`config.mk`:
```
export PLATFORM = sky130hd
export DESIGN_NAME = ptl_sink
export DESIGN_NICKNAME = d
export VERILOG_FILES = /design/src/rtl/ptl_pkg.sv /design/src/rtl/ptl_label_chk.sv /design/src/rtl/ptl_mf_align.sv /design/src/rtl/ptl_sink.sv
export SDC_FILE = /design/constraint.sdc
export NUM_CORES = 1
export LEC_CHECK = 0
export ABC_AREA = 0
export BUFFER_PORTS_ARGS = -buffer_cell sky130_fd_sc_hd__buf_2
export CAP_MARGIN = 40
export CORE_ASPECT_RATIO = 0.6
export CORE_MARGIN = 8
export CORE_UTILIZATION = 55
export DETAILED_ROUTE_END_ITERATION = 7
export GPL_TIMING_DRIVEN = 0
export PLACE_DENSITY = 0.91
export SETUP_SLACK_MARGIN = 0.15
export SLEW_MARGIN = 20
export SYNTH_ARGS = -nofsm -noshare
export SYNTH_HDL_FRONTEND = slang
export SYNTH_SLANG_ARGS = --single-unit
```
`constraint.sdc`:
```
create_clock -name clk_i -period 3.9 [get_ports clk_i]
set_input_delay 0.195 -clock clk_i [delete_from_list [all_inputs] [get_ports clk_i]]
set_output_delay 0.195 -clock clk_i [all_outputs]
set_load 0.02 [all_outputs]
```
`src/rtl/ptl_pkg.sv`:
```
// Shared constants, types and helpers for the tug3 label and multiframe sink
package ptl_pkg;

   // ****************************************************
   // Timing
   // ****************************************************
   localparam int CLK_MHZ = 125;             // Clock rate in MHz
   localparam int LOM_TIME_US = 3000;        // Loss-of-multiframe wait, us
   localparam int LOM_CYCLES = LOM_TIME_US * CLK_MHZ; // Wait in clocks
   localparam int ALIGN_FRAMES = 4;          // Clean frames to realign
   localparam int ACCEPT_FRAMES = 5;         // Equal labels to accept

   // ****************************************************
   // Multiframe status byte fields (bit 1 is the MSB)
   // ****************************************************
   localparam int LABEL_LSB = 3;             // Bits 3 to 5 -> data[5:3]
   localparam int SEQ_LSB = 1;               // Bits 6 to 7 -> data[2:1]
   localparam logic [2:0] EXP_LABEL = 3'h4;  // Two TUG-3 plus five TUG-2
   localparam logic [1:0] MF_START_CODE = 2'h0; // Code of the first frame

   // ****************************************************
   // Register map (byte addresses) and fields
   // ****************************************************
   localparam int ADDR_W = 5;
   localparam logic [4:0] CTRL_OFS = 5'h00;
   localparam logic [4:0] STAT_OFS = 5'h04;
   localparam logic [4:0] INT_STAT_OFS = 5'h08;
   localparam logic [4:0] INT_MASK_OFS = 5'h0c;
   localparam logic [4:0] TRIB_OFS = 5'h10;
   localparam logic CTRL_RST = 1'h1;         // Function active after reset
   localparam logic [7:0] TRIB_RST = 8'h00;
   localparam logic [1:0] INT_MASK_RST = 2'h0;
   localparam int INT_PLM_BIT = 0;           // Label mismatch cause rose
   localparam int INT_LOM_BIT = 1;           // Multiframe loss cause rose

   // ****************************************************
   // Types
   // ****************************************************
   // Byte stream beat: data, frame start, status byte marker
   typedef struct packed {
      logic [7:0] data;
      logic fs;
      logic ma_en;
   } ptl_strm_s;

   // Tributary selector: vc3 mode, K, L, M group indices
   typedef struct packed {
      logic vc3;
      logic [1:0] m;
      logic [2:0] l;
      logic [1:0] k;
   } ptl_trib_s;

   typedef enum logic [1:0] {
      out_of_alignment_state = 2'b01,
      aligned_state = 2'b10
   } ptl_align_e;

   // Sequence code that must follow the given one
   function automatic logic [1:0] ptl_next_code(input logic [1:0] c);
      ptl_next_code = c + 2'h1;
   endfunction

   // Group indices legal for the selected tributary kind
   function automatic logic ptl_trib_ok(input ptl_trib_s t);
      logic [2:0] lmax;
      lmax = (t.k == 2'h2) ? 3'h5 : 3'h7;
      if (t.vc3) begin
         ptl_trib_ok = (t.k <= 2'h1) && (t.l == 3'h0) && (t.m == 2'h0);
      end else begin
         ptl_trib_ok = (t.k <= 2'h2) && (t.l >= 3'h1) && (t.l <= lmax);
      end
   endfunction

endpackage

```
`src/rtl/ptl_label_chk.sv`:
```
// Payload structure label acceptance and mismatch detection
`timescale 1ns/1ns
module ptl_label_chk
   import ptl_pkg::*;
#(
   parameter int ACCEPT_N = ACCEPT_FRAMES
) (
   // Clock and reset
   input wire logic clk_i,
   input wire logic rst_b_i,
   // Status byte input
   input wire logic en_i,
   input wire logic ma_en_i,
   input wire logic [2:0] label_i,
   // Results
   output logic [2:0] accepted_o,
   output logic mismatch_o
);
   logic [2:0] cand;   // Label seen in the last frames
   logic [3:0] same;   // Frames the candidate has persisted

   // ****************************************************
   // Acceptance: a label counts once it repeats in a row
   // ****************************************************
   // A single corrupted byte cannot flip the accepted label this way
   always_ff @(posedge clk_i) begin
      if (!rst_b_i || !en_i) begin
         cand <= EXP_LABEL;
         same <= 4'h0;
         accepted_o <= EXP_LABEL;
      end else if (ma_en_i) begin
         if (label_i != cand) begin
            cand <= label_i;
            same <= 4'h1;
         end else if (same < 4'(ACCEPT_N)) begin
            same <= same + 4'h1;
            if (same == 4'(ACCEPT_N - 1)) begin
               accepted_o <= label_i;
            end
         end
      end
   end

   // Mismatch follows the accepted label against the fixed code
   assign mismatch_o = (accepted_o != EXP_LABEL);

   // ****************************************************
   // Checks
   // ****************************************************
   mismatch_def_a: assert property (
      @(posedge clk_i) disable iff (!rst_b_i)
      $rose(mismatch_o) |-> $past(ma_en_i) && $past(en_i)
         && $past(label_i) != EXP_LABEL)
      else $error("mismatch defect rose without a differing label");

   label_accept_a: assert property (
      @(posedge clk_i) disable iff (!rst_b_i)
      $changed(accepted_o) && $past(en_i) && en_i |->
         accepted_o == $past(label_i))
      else $error("label accepted without being seen");

endmodule

```
`src/rtl/ptl_mf_align.sv`:
```
// Multiframe alignment on the two-bit sequence and loss timer
`timescale 1ns/1ns
module ptl_mf_align
   import ptl_pkg::*;
#(
   parameter int LOM_N = LOM_CYCLES,
   parameter int ALIGN_N = ALIGN_FRAMES
) (
   // Clock and reset
   input wire logic clk_i,
   input wire logic rst_b_i,
   // Status byte input
   input wire logic en_i,
   input wire logic ma_en_i,
   input wire logic [1:0] code_i,
   // Results
   output logic aligned_o,
   output logic mf_start_o,
   output logic lom_o
);
   localparam int TW = $clog2(LOM_N + 1);
   ptl_align_e state;      // Alignment state
   logic [1:0] exp_code;   // Code expected in the next frame
   logic [2:0] good;       // Error-free frames while out of alignment
   logic [TW-1:0] timer;   // Clocks spent out of alignment
   logic seq_ok;

   assign seq_ok = (code_i == exp_code);

   // ****************************************************
   // Alignment state machine
   // ****************************************************
   always_ff @(posedge clk_i) begin
      if (!rst_b_i || !en_i) begin
         state <= out_of_alignment_state;
         good <= 3'h0;
         exp_code <= 2'h0;
      end else if (ma_en_i) begin
         exp_code <= ptl_next_code(code_i); // Resync to each code
         case (state)
            aligned_state: begin
               if (!seq_ok) begin
                  state <= out_of_alignment_state;
                  good <= 3'h0;
               end
            end
            out_of_alignment_state: begin
               if (!seq_ok) begin
                  good <= 3'h0;
               end else if (good == 3'(ALIGN_N - 1)) begin
                  state <= aligned_state;
                  good <= 3'h0;
               end else begin
                  good <= good + 3'h1;
               end
            end
            default: state <= out_of_alignment_state;
         endcase
      end
   end

   // ****************************************************
   // Loss timer: runs while out of alignment
   // ****************************************************
   always_ff @(posedge clk_i) begin
      if (!rst_b_i || !en_i || state == aligned_state) begin
         timer <= '0;
         lom_o <= 1'b0;
      end else if (timer == TW'(LOM_N)) begin
         lom_o <= 1'b1;
      end else begin
         timer <= timer + TW'(1);
      end
   end

   assign aligned_o = (state == aligned_state);
   // Phase marker from the recovered sequence
   assign mf_start_o = ma_en_i && aligned_o && code_i == MF_START_CODE;

   // ****************************************************
   // Checks
   // ****************************************************
   oom_on_error_a: assert property (
      @(posedge clk_i) disable iff (!rst_b_i)
      en_i && aligned_o && ma_en_i && !seq_ok ##1 en_i |-> !aligned_o)
      else $error("sequence error did not drop alignment");

   lom_clear_a: assert property (
      @(posedge clk_i) disable iff (!rst_b_i)
      aligned_o |=> !lom_o)
      else $error("loss of multiframe held while aligned");

   lom_timer_a: assert property (
      @(posedge clk_i) disable iff (!rst_b_i)
      $rose(lom_o) |-> timer == TW'(LOM_N) && !$past(aligned_o))
      else $error("loss of multiframe raised at wrong time");

   no_early_align_a: assert property (
      @(posedge clk_i) disable iff (!rst_b_i)
      $rose(aligned_o) |-> $past(good) == 3'(ALIGN_N - 1))
      else $error("aligned before enough clean frames");

   realign_c: cover property (@(posedge clk_i) disable iff (!rst_b_i)
      $rose(aligned_o));

endmodule

```
`src/rtl/ptl_sink.sv`:
```
// Top of the tug3 label and multiframe sink with its register slave
//
// Local design decisions: the address map and the Avalon-MM slave port.
`timescale 1ns/1ns
module ptl_sink
   import ptl_pkg::*;
#(
   parameter int LOM_N = LOM_CYCLES,
   parameter int ACCEPT_N = ACCEPT_FRAMES
) (
   // Clock and reset
   input wire logic clk_i,
   input wire logic rst_b_i,
   // Stream from the path termination
   input wire ptl_strm_s strm_i,
   input wire logic upstream_trail_fail_in_i,
   // Stream towards the tributary sinks
   output ptl_strm_s strm_o,
   output logic multiframe_start_out_o,
   output logic tu3_fail_out_o,
   output logic tug2_fail_out_o,
   // Fault causes
   output logic label_mismatch_fault_cause_o,
   output logic multiframe_loss_fault_cause_o,
   // Avalon-MM slave
   input wire logic [ADDR_W-1:0] avs_address_i,
   input wire logic avs_read_i,
   input wire logic avs_write_i,
   input wire logic [31:0] avs_writedata_i,
   output logic [31:0] avs_readdata_o,
   output logic avs_waitrequest_o,
   // Interrupt
   output logic irq_o
);

   // ****************************************************
   // Declarations
   // ****************************************************
   logic function_activate;           // Control bit, software owned
   ptl_trib_s trib;                   // Tributary selector register
   logic [1:0] int_stat;              // Sticky event bits
   logic [1:0] int_mask;              // Event enables
   logic [2:0] accepted;              // Accepted structure label
   logic payload_label_mismatch_defect;
   logic multiframe_loss_defect;
   logic aligned;                     // Aligner in its locked state
   logic mf_start;                    // Phase marker, unregistered
   logic next_plm_cause;              // Gated mismatch cause
   logic next_lom_cause;              // Gated loss cause
   logic tu3_fail_action;             // Consequent action, TU-3 side
   logic tug2_fail_action;            // Consequent action, TUG-2 side
   logic req;                         // Any bus request present
   logic acc;                         // Request taken this edge
   logic [1:0] events;                // Rising causes this cycle
   logic [31:0] next_rdata;           // Read mux

   // ****************************************************
   // Label checking
   // ****************************************************
   ptl_label_chk #(
      .ACCEPT_N(ACCEPT_N)
   ) u_label (
      .clk_i(clk_i),
      .rst_b_i(rst_b_i),
      .en_i(function_activate),
      .ma_en_i(strm_i.ma_en),
      .label_i(strm_i.data[LABEL_LSB +: 3]),
      .accepted_o(accepted),
      .mismatch_o(payload_label_mismatch_defect)
   );

   // ****************************************************
   // Multiframe alignment
   // ****************************************************
   ptl_mf_align #(
      .LOM_N(LOM_N),
      .ALIGN_N(ALIGN_FRAMES)
   ) u_align (
      .clk_i(clk_i),
      .rst_b_i(rst_b_i),
      .en_i(function_activate),
      .ma_en_i(strm_i.ma_en),
      .code_i(strm_i.data[SEQ_LSB +: 2]),
      .aligned_o(aligned),
      .mf_start_o(mf_start),
      .lom_o(multiframe_loss_defect)
   );

   // ****************************************************
   // Consequent actions and fault causes
   // ****************************************************
   // Inactive forces both fail actions; defects are held idle then
   always_comb begin
      tu3_fail_action = !function_activate
         || payload_label_mismatch_defect;
      tug2_fail_action = !function_activate
         || payload_label_mismatch_defect
         || multiframe_loss_defect;
      next_plm_cause = function_activate
         && payload_label_mismatch_defect
         && !upstream_trail_fail_in_i;
      next_lom_cause = function_activate
         && multiframe_loss_defect
         && !upstream_trail_fail_in_i
         && !payload_label_mismatch_defect;
   end

   // Registered outputs towards the tributaries and management
   // Every tributary sink sees the same stream; none is arbitrated
   always_ff @(posedge clk_i) begin
      if (!rst_b_i) begin
         strm_o <= '0;
         multiframe_start_out_o <= 1'b0;
         tu3_fail_out_o <= 1'b1;
         tug2_fail_out_o <= 1'b1;
         label_mismatch_fault_cause_o <= 1'b0;
         multiframe_loss_fault_cause_o <= 1'b0;
      end else begin
         strm_o <= strm_i;
         multiframe_start_out_o <= mf_start;
         tu3_fail_out_o <= tu3_fail_action;
         tug2_fail_out_o <= tug2_fail_action;
         label_mismatch_fault_cause_o <= next_plm_cause;
         multiframe_loss_fault_cause_o <= next_lom_cause;
      end
   end

   // ****************************************************
   // Avalon-MM handshake
   // ****************************************************
   // Each request waits one cycle, then completes; a fixed latency
   // costs a little bandwidth but keeps the read path registered
   assign req = avs_read_i || avs_write_i;
   assign acc = req && !avs_waitrequest_o;

   always_ff @(posedge clk_i) begin
      if (!rst_b_i) begin
         avs_waitrequest_o <= 1'b1;
      end else begin
         avs_waitrequest_o <= !(req && avs_waitrequest_o);
      end
   end

   // Read mux; unmapped addresses read as zero
   always_comb begin
      next_rdata = 32'h0;
      case (avs_address_i)
         CTRL_OFS: next_rdata[0] = function_activate;
         STAT_OFS: begin
            next_rdata[0] = payload_label_mismatch_defect;
            next_rdata[1] = multiframe_loss_defect;
            next_rdata[2] = aligned;
            next_rdata[3] = ptl_trib_ok(trib);
            next_rdata[6:4] = accepted;
            next_rdata[8] = label_mismatch_fault_cause_o;
            next_rdata[9] = multiframe_loss_fault_cause_o;
         end
         INT_STAT_OFS: next_rdata[1:0] = int_stat;
         INT_MASK_OFS: next_rdata[1:0] = int_mask;
         TRIB_OFS: next_rdata[7:0] = trib;
         default: next_rdata = 32'h0;
      endcase
   end

   // Read data is captured in the waiting cycle, stands when released
   always_ff @(posedge clk_i) begin
      if (!rst_b_i) begin
         avs_readdata_o <= 32'h0;
      end else if (avs_read_i && avs_waitrequest_o) begin
         avs_readdata_o <= next_rdata;
      end
   end

   // ****************************************************
   // Control registers
   // ****************************************************
   always_ff @(posedge clk_i) begin
      if (!rst_b_i) begin
         function_activate <= CTRL_RST;
         int_mask <= INT_MASK_RST;
         trib <= TRIB_RST;
      end else if (acc && avs_write_i) begin
         case (avs_address_i)
            CTRL_OFS: function_activate <= avs_writedata_i[0];
            INT_MASK_OFS: int_mask <= avs_writedata_i[1:0];
            TRIB_OFS: trib <= avs_writedata_i[7:0];
            default: trib <= trib;
         endcase
      end
   end

   // ****************************************************
   // Interrupts
   // ****************************************************
   // Events are cause onsets, so suppression when inactive carries over
   assign events = {next_lom_cause && !multiframe_loss_fault_cause_o,
                    next_plm_cause && !label_mismatch_fault_cause_o};

   // A read clears only the bits it returned, so an event that lands
   // after the capture edge waits for the next read; set still wins
   always_ff @(posedge clk_i) begin
      if (!rst_b_i) begin
         int_stat <= 2'h0;
      end else if (acc && avs_read_i && avs_address_i == INT_STAT_OFS) begin
         int_stat <= (int_stat & ~avs_readdata_o[1:0]) | events;
      end else begin
         int_stat <= int_stat | events;
      end
   end

   always_ff @(posedge clk_i) begin
      if (!rst_b_i) begin
         irq_o <= 1'b0;
      end else begin
         irq_o <= |(int_stat & int_mask);
      end
   end

   // ****************************************************
   // Checks
   // ****************************************************
   tu3_fail_a: assert property (
      @(posedge clk_i) disable iff (!rst_b_i)
      rst_b_i && function_activate |=> tu3_fail_out_o == $past(
         payload_label_mismatch_defect))
      else $error("tu3 fail output does not follow mismatch");

   tug2_fail_a: assert property (
      @(posedge clk_i) disable iff (!rst_b_i)
      function_activate && (payload_label_mismatch_defect
         || multiframe_loss_defect) |=> tug2_fail_out_o)
      else $error("tug2 fail output missed a defect");

   inactive_fail_a: assert property (
      @(posedge clk_i) disable iff (!rst_b_i)
      !function_activate |=> tu3_fail_out_o && tug2_fail_out_o
         && !label_mismatch_fault_cause_o
         && !multiframe_loss_fault_cause_o)
      else $error("inactive function still reports");

   plm_cause_a: assert property (
      @(posedge clk_i) disable iff (!rst_b_i)
      label_mismatch_fault_cause_o |-> $past(!upstream_trail_fail_in_i)
         && $past(payload_label_mismatch_defect))
      else $error("mismatch cause reported under upstream fail");

   lom_cause_a: assert property (
      @(posedge clk_i) disable iff (!rst_b_i)
      multiframe_loss_fault_cause_o |-> $past(multiframe_loss_defect)
         && !$past(payload_label_mismatch_defect)
         && !$past(upstream_trail_fail_in_i))
      else $error("loss cause reported while masked");

   mf_start_a: assert property (
      @(posedge clk_i) disable iff (!rst_b_i)
      multiframe_start_out_o |-> strm_o.ma_en
         && strm_o.data[SEQ_LSB +: 2] == MF_START_CODE)
      else $error("multiframe start not on the start code");

   bus_wait_a: assert property (
      @(posedge clk_i) disable iff (!rst_b_i)
      req && avs_waitrequest_o ##1 req
         |-> !avs_waitrequest_o)
      else $error("bus request not answered after one wait cycle");

   // ****************************************************
   // Interrupt and register checks
   // ****************************************************
   plm_event_a: assert property (
      @(posedge clk_i) disable iff (!rst_b_i)
      $rose(label_mismatch_fault_cause_o) |-> int_stat[INT_PLM_BIT])
      else $error("mismatch cause onset not latched");

   lom_event_a: assert property (
      @(posedge clk_i) disable iff (!rst_b_i)
      $rose(multiframe_loss_fault_cause_o) |-> int_stat[INT_LOM_BIT])
      else $error("loss cause onset not latched");

   irq_level_a: assert property (
      @(posedge clk_i) disable iff (!rst_b_i)
      irq_o == $past(|(int_stat & int_mask)))
      else $error("interrupt does not follow unmasked status");

   ctrl_write_a: assert property (
      @(posedge clk_i) disable iff (!rst_b_i)
      acc && avs_write_i && avs_address_i == CTRL_OFS |=>
         function_activate == $past(avs_writedata_i[0]))
      else $error("activation write did not land");

   plm_c: cover property (@(posedge clk_i) disable iff (!rst_b_i)
      $rose(label_mismatch_fault_cause_o));
   lom_c: cover property (@(posedge clk_i) disable iff (!rst_b_i)
      $rose(multiframe_loss_fault_cause_o));
   mfs_c: cover property (@(posedge clk_i) disable iff (!rst_b_i)
      multiframe_start_out_o);
   irq_c: cover property (@(posedge clk_i) disable iff (!rst_b_i)
      $rose(irq_o));

endmodule

```
**Yosys cells after proc, flatten, opt, wreduce, memory -nomap -nowiden**

Cells that the tools add are included.

- Add/sub/neg operators: 4
- $lt $le $gt $ge: 5
- Eq/ne operators: 16
- Muxes and demuxes: 18
- Bitwise operators: 6
- Reductions and logical operators: 47

Operators by type and width:

| operator | count |
|---|---|
| $add A19 B1 Y19 const B | 1 |
| $eq A19 B19 Y1 const B | 1 |
| $logic_and A1 B1 Y1 | 19 |
| $mux W2 | 6 |
| $eq A5 B4 Y1 const B | 2 |
| $pmux W5 S2 | 1 |
| $reduce_and A2 Y1 | 5 |
| $mux W3 | 3 |
| $logic_not A1 Y1 | 8 |
| $mux W4 | 2 |
| $reduce_and A4 Y1 | 2 |
| $pmux W3 S2 | 1 |
| $eq A5 B3 Y1 const B | 1 |
| $eq A5 B5 Y1 const B | 1 |
| $logic_not A5 Y1 | 1 |
| $logic_or A1 B1 Y1 | 5 |
| $pmux W1 S5 | 1 |
| $add A4 B1 Y4 const B | 1 |
| $and A2 B2 Y2 | 2 |
| $eq A2 B2 Y1 const B | 2 |
| $eq A4 B3 Y1 const B | 1 |
| $logic_not A2 Y1 | 2 |
| $lt A4 B3 Y1 const B | 1 |
| $ne A2 B1 Y1 const B | 2 |
| 22 further kinds | 25 |

- Register bits: 77
- Input bits: 52
- Logic and storage cells: 122

**Depth between registers and ports, before layout**

Gate-level depths: netlist of the first run.

- Depth after elaboration: 6
- Depth in mapped cells: 7
- Mapped depth without buffers: 6

**Cells and area by module**

Synthesis of the first run repeated with hierarchy kept, for this count alone.

- Cells, all modules: 395
- Area, all modules: 3622.2 um^2

By module, submodules not included:

| module | times used | cells an instance | area each (um^2) | seq. area each (um^2) |
|---|---|---|---|---|
| ptl_sink | 1 | 182 | 1766.7 | 800.8 |
| ptl_mf_align | 1 | 159 | 1362.6 | 540.5 |
| ptl_label_chk | 1 | 54 | 493.0 | 200.2 |

**Worst setup path after synthesis of the first run**

No wires, ideal clock.

- Path type: reg2reg
- From: register u_align.timer[0]
- To: register u_align.timer[16]
- Setup time: 0.073 ns
- Arrival time: 1.644 ns
- Required time: 3.827 ns
- Setup slack: 2.184 ns
- Stages on the path, launching flop included: 6
- Path through: dfxtp_1 ha_1 nand3_2 or3_4 or4_1 a21oi_1

- Cells in the longest elaborated chain, start to end: 1

RTL lines:

| element | RTL line | source |
|---|---|---|
| start, declared | ptl_mf_align.sv:25 | `logic [TW-1:0] timer;` |
| start signal, assigned | ptl_mf_align.sv:72 | `timer <= timer + TW'(1);` |
| $add A19 B1 Y19 / $eq A19 B19 Y1 (equally long branches) | ptl_mf_align.sv:72, ptl_mf_align.sv:69 |  |

Several ways; a longest one is shown, not always the timed one.
A chain may end at the register's enable or synchronous reset.

**Worst setup path after layout of the first run**

- From: register u_align.timer[1]
- To: register u_align.timer[16]

The elaborated chain is that of the path after synthesis.

==> impl_metrics.yaml, run 1 <==
drt:
  dr.pass1.iters: 5
  ant_nets: 0
  wire_per_inst_um: 15.6
  viasPerCell: 5.52
  dr_total_vias: 3117
  drc: 0
  maxUsedRoutingLayer: "met4"
  wl_met2_um: 3830
  wl_um: 8830
  drtIter0Drc: 423
  wl_met3_um: 924
  wl_met1_um: 3910
power:
  powerDensity_nw_per_um2: 378
  finalPower_mw: 1.55
  p_leak_nw: 1.68
  peakVddDrop_mv: 0.237
yosys:
  synth.area.mux_share_pct: 4.39
  synth.distinct_cells: 57
  synth_top_family_by_area: "simple AND/OR/NAND/NOR gates"
  synth.ff_latch_count: 77
  synth-seq-area-share_pct: 44.4
  synthAdderAreaFrac_pct: 2.52
  synthFlopType: "dfxtp_1"
  synth-edff-count: 0
  synth_area_um2: 3470
  syn_inst: 393
  ys_warn_count: 0
  avgSynthCellArea_um2: 8.84
  synth_compound_area_share_pct: 10.6
  synth_simple_gate_area_share_pct: 24.9
  synth_xor_area_share_pct: 4.79
  async_reset_ff_share_pct: 0
worst_setup_path:
  crit_type: "reg2reg"
  slowest_stage: "or4_1"
  required_ns: 4.18
  path_cells: "ha_1 > nand3_2 > or3_4 > or4_1 > a21oi_1"
  cp_max_fo: 5
  critPathCaptureType: "flop"
  start_kind: "flop"
  cp.arrival_ns: 2.16
  max_stage_delay_ns: 0.47
cts:
  cts_root_buf: "clkbuf_8"
  cts.path.max_buffers: 2
  cts_inserted_buffers: 9
  clock-sinks: 77
  htreeDepth: 3
  clk_pin_slew_worst_paths_ns: 0.08
  cts_hold_buf: 0
  ctsResizeCount: 0
  cts_setup_buffers: 0
  cts_tree: "built"
  clk_latency_ns: 0.36
floorplan:
  die_y_um: 77.6
  core_area_um2: 6110
  ios: 101
  die_w_um: 119
  num_rows: 22
  dieArea_um2: 9200
  initial_core_util_pct: 56.9
finish:
  final_cell_mix: "dfxtp_1, buf_2, nor2_1"
  antenna_cells: 0
  drive_gt1_share_pct: 20.8
  nets: 535
  syn_to_final_growth_pct: 17.8
  layout_commonest_cell: "dfxtp_1"
  final_cells: 565
timing:
  maxSlewHeadroom_pct: 42.8
  tightest_slew_ns: 0.850
  clock-skew-final_ns: 0.0114
  fmax_ghz: 0.533
  worst_slack_ns: 2.02
  finalSetupTns_ns: 0
  final-hold-violation-count: 0
  slew_viol_final: 0
  fin_crit_sh_pct: 48.1
  period_needed_ns: 1.88
  finalSetupViolCount: 0
  rsz0062_at_grt: "false"
global_route:
  grt_max_degree: 16
  grt-ovfl-total: 0
  grt_pass1_wl_um: 14500
  grt_pass1_vias: 3049
  track_usage_pct: 19.0
  antenna_found_initial: 0
placed_design:
  pre_cts_slack_ns: 1.97
  gp_congestion: 0.863
  dp.cells: 549
  hpwl_um: 6620
  io_buffer_count: 51
run_status:
  status: "finished, final reports clean"
run:
  cap_violations: 0
min_path:
  hp-class: "in2reg"
worst max-delay path: cells and delay by family, from the launching register on:
kind / cells / cell delay, ns
adder cells (fa/ha/maj): 1 / 0.22
AND/OR/NAND/NOR: 3 / 1.04
flip-flops: 1 / 0.40
AO/OA/AOI/OAI: 1 / 0.15
final cells by class:
class                           instances  area, um2
Multi-Input combinational cell        283       1720
Buffer                                 38        228
Clock buffer                            9        124
Clock inverter                          7       55.1
Tap cell                               84        105
Sequential cell                        77       1540
Inverter                               16       60.1
Fill cell                             494       2020
Timing Repair Buffer                   51        255
path summary, 6_finish.rpt:
check | end | cells past startpoint | slack [ns] | startpoint
max reg2reg | u_align.timer[16] | 5 | 2.02 | u_align.timer[1]
max | u_align.timer[16] | 5 | 2.02 | u_align.timer[1]
min | strm_o[8] | 2 | 0.04 | strm_i[8]
min reg2reg | u_align.good[2] | 2 | 0.45 | u_align.good[2]
where the power goes:
group	switching (mW)	internal, mW	leakage [nW]
Clock	0.319	0.238	0.0870
Sequential	0.0144	0.806	0.627
Combinational	0.109	0.0624	0.965
Total	0.442	1.11	1.68
flip-flops by register name, indices dropped and copies added (netlist names), 2 cells and up:
| register | cells |
|---|---|
| strm_o | 10 |
| int_stat | 2 |
| int_mask | 2 |
| avs_readdata_o | 10 |
| u_label.cand | 3 |
| u_label.accepted_o | 3 |
| trib | 8 |
| u_align.exp_code | 2 |
| u_align.state | 2 |
| u_align.timer | 19 |
| u_label.same | 4 |
| u_align.good | 3 |
routing by layer:
layer,global-route usage [%],up-vias
li1,-,1497
met1,23.9,1434
met2,28.6,168
met3,7.80,18
met4,7.40,0
met5,0,-
kinds of logic (layout without fill, tap and decap cells):
| family | count (synthesis) | in the layout |
|---|---|---|
| flip-flops | 77 | 77 |
| AO/OA/AOI/OAI | 58 | 58 |
| buffers and inverters | 54 | 121 |
| multiplexers | 14 | 14 |
| AND/OR/NAND/NOR | 163 | 163 |
| other | 1 | 22 |
| XOR/XNOR | 19 | 19 |
| adder cells (fa/ha/maj) | 7 | 7 |
cell usage after synthesis (5+ instances only):
cell,count,area share [%]
a21oi_1,23,3.3
a221oi_1,5,1.3
and2_1,11,2.0
buf_4,22,4.8
clkbuf_1,14,1.5
dfxtp_1,77,44
ha_1,7,2.5
inv_1,16,1.7
mux2i_1,13,3.7
nand2_1,30,3.2
nand3_1,24,3.5
nor2_1,38,4.1
nor2b_1,5,0.90
nor3_1,16,2.3
nor4_1,6,1.1
o21ai_0,9,1.3
xnor2_1,12,3.0
xor2_1,7,1.8
metrics by stage:
stage                     util [%]  hold slack, ns  area (um2)
after floorplan                  -           0.283        3550
after global placement        64.0           0.399        3910
after detailed placement      64.0           0.404        3910
after CTS                     67.0          0.0227        4090
after global routing          67.0          0.0269        4090
final                         67.0          0.0370        4090
No activity file was read; power rests on OpenSTA's default activity.
==> run 2: changes to the inputs <==
Settings changed: ABC_AREA 0 to 1, CORE_UTILIZATION 55 to 52, PLACE_DENSITY 0.91 to 0.86.
Clock period 3.9 ns to 1.8 ns, I/O delays scaled along.
==> run 2 against run 1 <==
First-iteration DRC count down 16%. Wire length is 7.3% higher. Critical path depth up 2. Sequential cell count is the same. Final cell count is 23% higher. Combinational power grew to 2.6 times the previous value. Synthesized cell count grew 29%. Register-to-register slack got worse by 1.7 ns. Worst setup slack got worse by 1.7 ns. Via count up 13%. Clock power rose to 3.5 times the previous value. Sequential power grew 120%.
==> impl_metrics.yaml, run 2 <==
finish:
  syn_to_final_growth_pct: 24.2
  num-fill-cells: 563
  final_area_um2: 4600
  final_core_util_pct: 67.7
  final_cells: 696
  final_cell_mix: "nand2_1, inv_1, dfxtp_1"
  register_area_um2: 1540
  nets: 663
  layout_commonest_cell: "nand2_1"
  antenna_cells: 0
  largest_reg_flops: 19
  largest_register: "u_align.timer"
  reg_top3: "u_align.timer: 19 flops, avs_readdata_o: 10 flops, strm_o: 10 flops"
  multi_input_area_um2: 1720
  drive_gt1_share_pct: 20.2
yosys:
  synth-edff-count: 0
  avgSynthCellArea_um2: 7.29
  synth_common_cells: "nand2_1, inv_1, dfxtp_1"
  synth_area_um2: 3700
  ys_warn_count: 0
  syn_inst: 508
  async_reset_ff_share_pct: 0
  synth.distinct_cells: 36
  yosys.cell_count.top_type: "nand2_1"
  synth_top_area_share_pct: 41.6
  yosys-top-cells-area: "dfxtp_1, nand2_1, inv_1"
  synth.ff_latch_count: 77
  synth_top_area_cell: "dfxtp_1"
  synthFlopType: "dfxtp_1"
  synth-seq-area-share_pct: 41.6
global_route:
  grt_pass1_wl_um: 15400
  antenna_found_initial: 0
  track_usage_pct: 18.8
  grt_pass1_vias: 3300
  grt-ovfl-total: 0
  grt_max_degree: 13
timing:
  finalSetupViolCount: 0
  period_needed_ns: 1.52
  clock-skew-final_ns: 0.00803
  finalSetupTns_ns: 0
  fmax_ghz: 0.660
  fin_crit_sh_pct: 84.2
  worst_slack_ns: 0.284
  slew_viol_final: 0
  rsz0062_at_grt: "false"
  maxSlewHeadroom_pct: 60.1
  final-hold-violation-count: 0
  tightest_slew_ns: 0.594
worst_setup_path:
  cp.arrival_ns: 1.80
  required_ns: 2.08
  cp_max_fo: 10
  crit_type: "reg2reg"
  critPathCaptureType: "flop"
  start_kind: "flop"
floorplan:
  die_w_um: 125
  core_area_um2: 6790
  initial_core_util_pct: 54.5
  die_y_um: 81.4
  dieArea_um2: 10200
  num_rows: 23
  ios: 101
power:
  power_frac_comb_pct: 10.9
  powerDensity_nw_per_um2: 907
  peakVddDrop_mv: 0.746
  switching_share_pct: 23.6
  p_leak_nw: 2.12
  p_seq_share_pct: 43.0
  p_sw_mw: 0.983
  internal-power_mw: 3.19
  power_frac_clock_pct: 46.2
placed_design:
  io_buffer_count: 53
  gp_congestion: 0.926
  hpwl_um: 7090
  placed_area_um2: 4160
  pre_cts_slack_ns: 0.331
  dp.cells: 669
cts:
  cts_root_buf: "clkbuf_16"
  cts_inserted_buffers: 9
  cts_tree: "built"
  cts.path.max_buffers: 2
  cts_setup_buffers: 0
  htreeDepth: 3
  clk_pin_slew_worst_paths_ns: 0.06
  clock-sinks: 77
  clk_latency_ns: 0.34
drt:
  ant_nets: 0
  drc: 0
  wire_per_inst_um: 13.6
  dr_total_vias: 3535
  wl_um: 9470
  viasPerCell: 5.08
  drtIter0Drc: 356
  dr.pass1.iters: 6
run:
  cap_violations: 0
run_status:
  status: "finished, final reports clean"
min_path:
  hp-class: "in2reg"
run 2: cell count changes after synthesis, sizes merged, moves of 11 or more:
cell / delta
clkbuf: -11
nand2: +69
mux2i: -13
inv: +65
o21ai: +28
nor2: +16
and2: -11
a21oi: +20
run 2: layer usage:
metal / global-route usage, % / wire, um / part of all wire (%) / vias up
li1: - / - / - / 1781
met1: 22.6 / 4280 / 45 / 1642
met2: 32.1 / 4470 / 47 / 100
met3: 6.34 / 641 / 6.8 / 12
met4: 5.19 / 81 / 0.85 / 0
met5: 0 / 0 / 0 / -
run 2: layout make-up:
| type | instances | area share [%] |
|---|---|---|
| flip-flops and latches | 77 | 33.5 |
| clock buffers | 14 | 6.39 |
| well taps | 87 | 2.37 |
| plain buffers | 31 | 4.60 |
| multi-input cells | 340 | 37.5 |
| inverters | 81 | 6.66 |
| repair buffers | 64 | 8.16 |
| clock inverters | 2 | 0.816 |
run 2: per-stage QoR:
stage | hold WS, ns | total power, mW
global placement | 0.273 | 2.23
global route | 0.0219 | 4.35
floorplan | 0.168 | 2.12
detailed placement | 0.278 | 2.25
finish | 0.0172 | 4.17
CTS | 0.00904 | 4.20
run 2: power by group through the flow:
stage | clock network [mW] | registers, mW | logic, mW
6_report | 1.93 | 1.79 | 0.453
5_1_grt | 2.05 | 1.80 | 0.497
4_1_cts | 1.96 | 1.79 | 0.445
3_5_place_dp | 0 | 1.83 | 0.422
3_3_place_gp | 0 | 1.82 | 0.408
2_1_floorplan | 0 | 1.86 | 0.254
run 2: what timing repair did:
action	in CTS	in global routing
endpoints found under the hold margin	11	0
setup endpoints to repair	0	1
hold buffers	11	0
resized for setup	0	1
run 2: path summary, 6_finish.rpt:
| kind | startpoint | endpoint | slack [ns] | cells after the start |
|---|---|---|---|---|
| worst min register to register | u_align.good[2] | u_align.good[2] | 0.46 | 2 |
| worst max-delay path | avs_waitrequest_o | avs_readdata_o[6] | 0.28 | 7 |
| worst max register to register | avs_waitrequest_o | avs_readdata_o[6] | 0.28 | 7 |
| worst min-delay path | strm_i[5] | strm_o[5] | 0.02 | 3 |
run 2: critical path, cell delays in order (launching register included):
cell and delay (ns):
dfxtp_1 0.43, nand2_1 0.19, inv_1 0.22, buf_2 0.26
nor2_1 0.07, nor2_1 0.08, o21ai_0 0.12, inv_1 0.08
run 2: logic make-up (layout without fill, tap and decap cells):
kind of cell | after synthesis | in the layout | synth area share, %
adders and majority gates | 7 | 7 | 2.37
other | 1 | 22 | 0.101
buffers and inverters | 112 | 192 | 14.0
xor gates and xnor gates | 7 | 7 | 1.66
and+or+nand+nor | 214 | 214 | 27.7
DFF | 77 | 77 | 41.6
AOI/OAI and AO/OA | 90 | 90 | 12.6
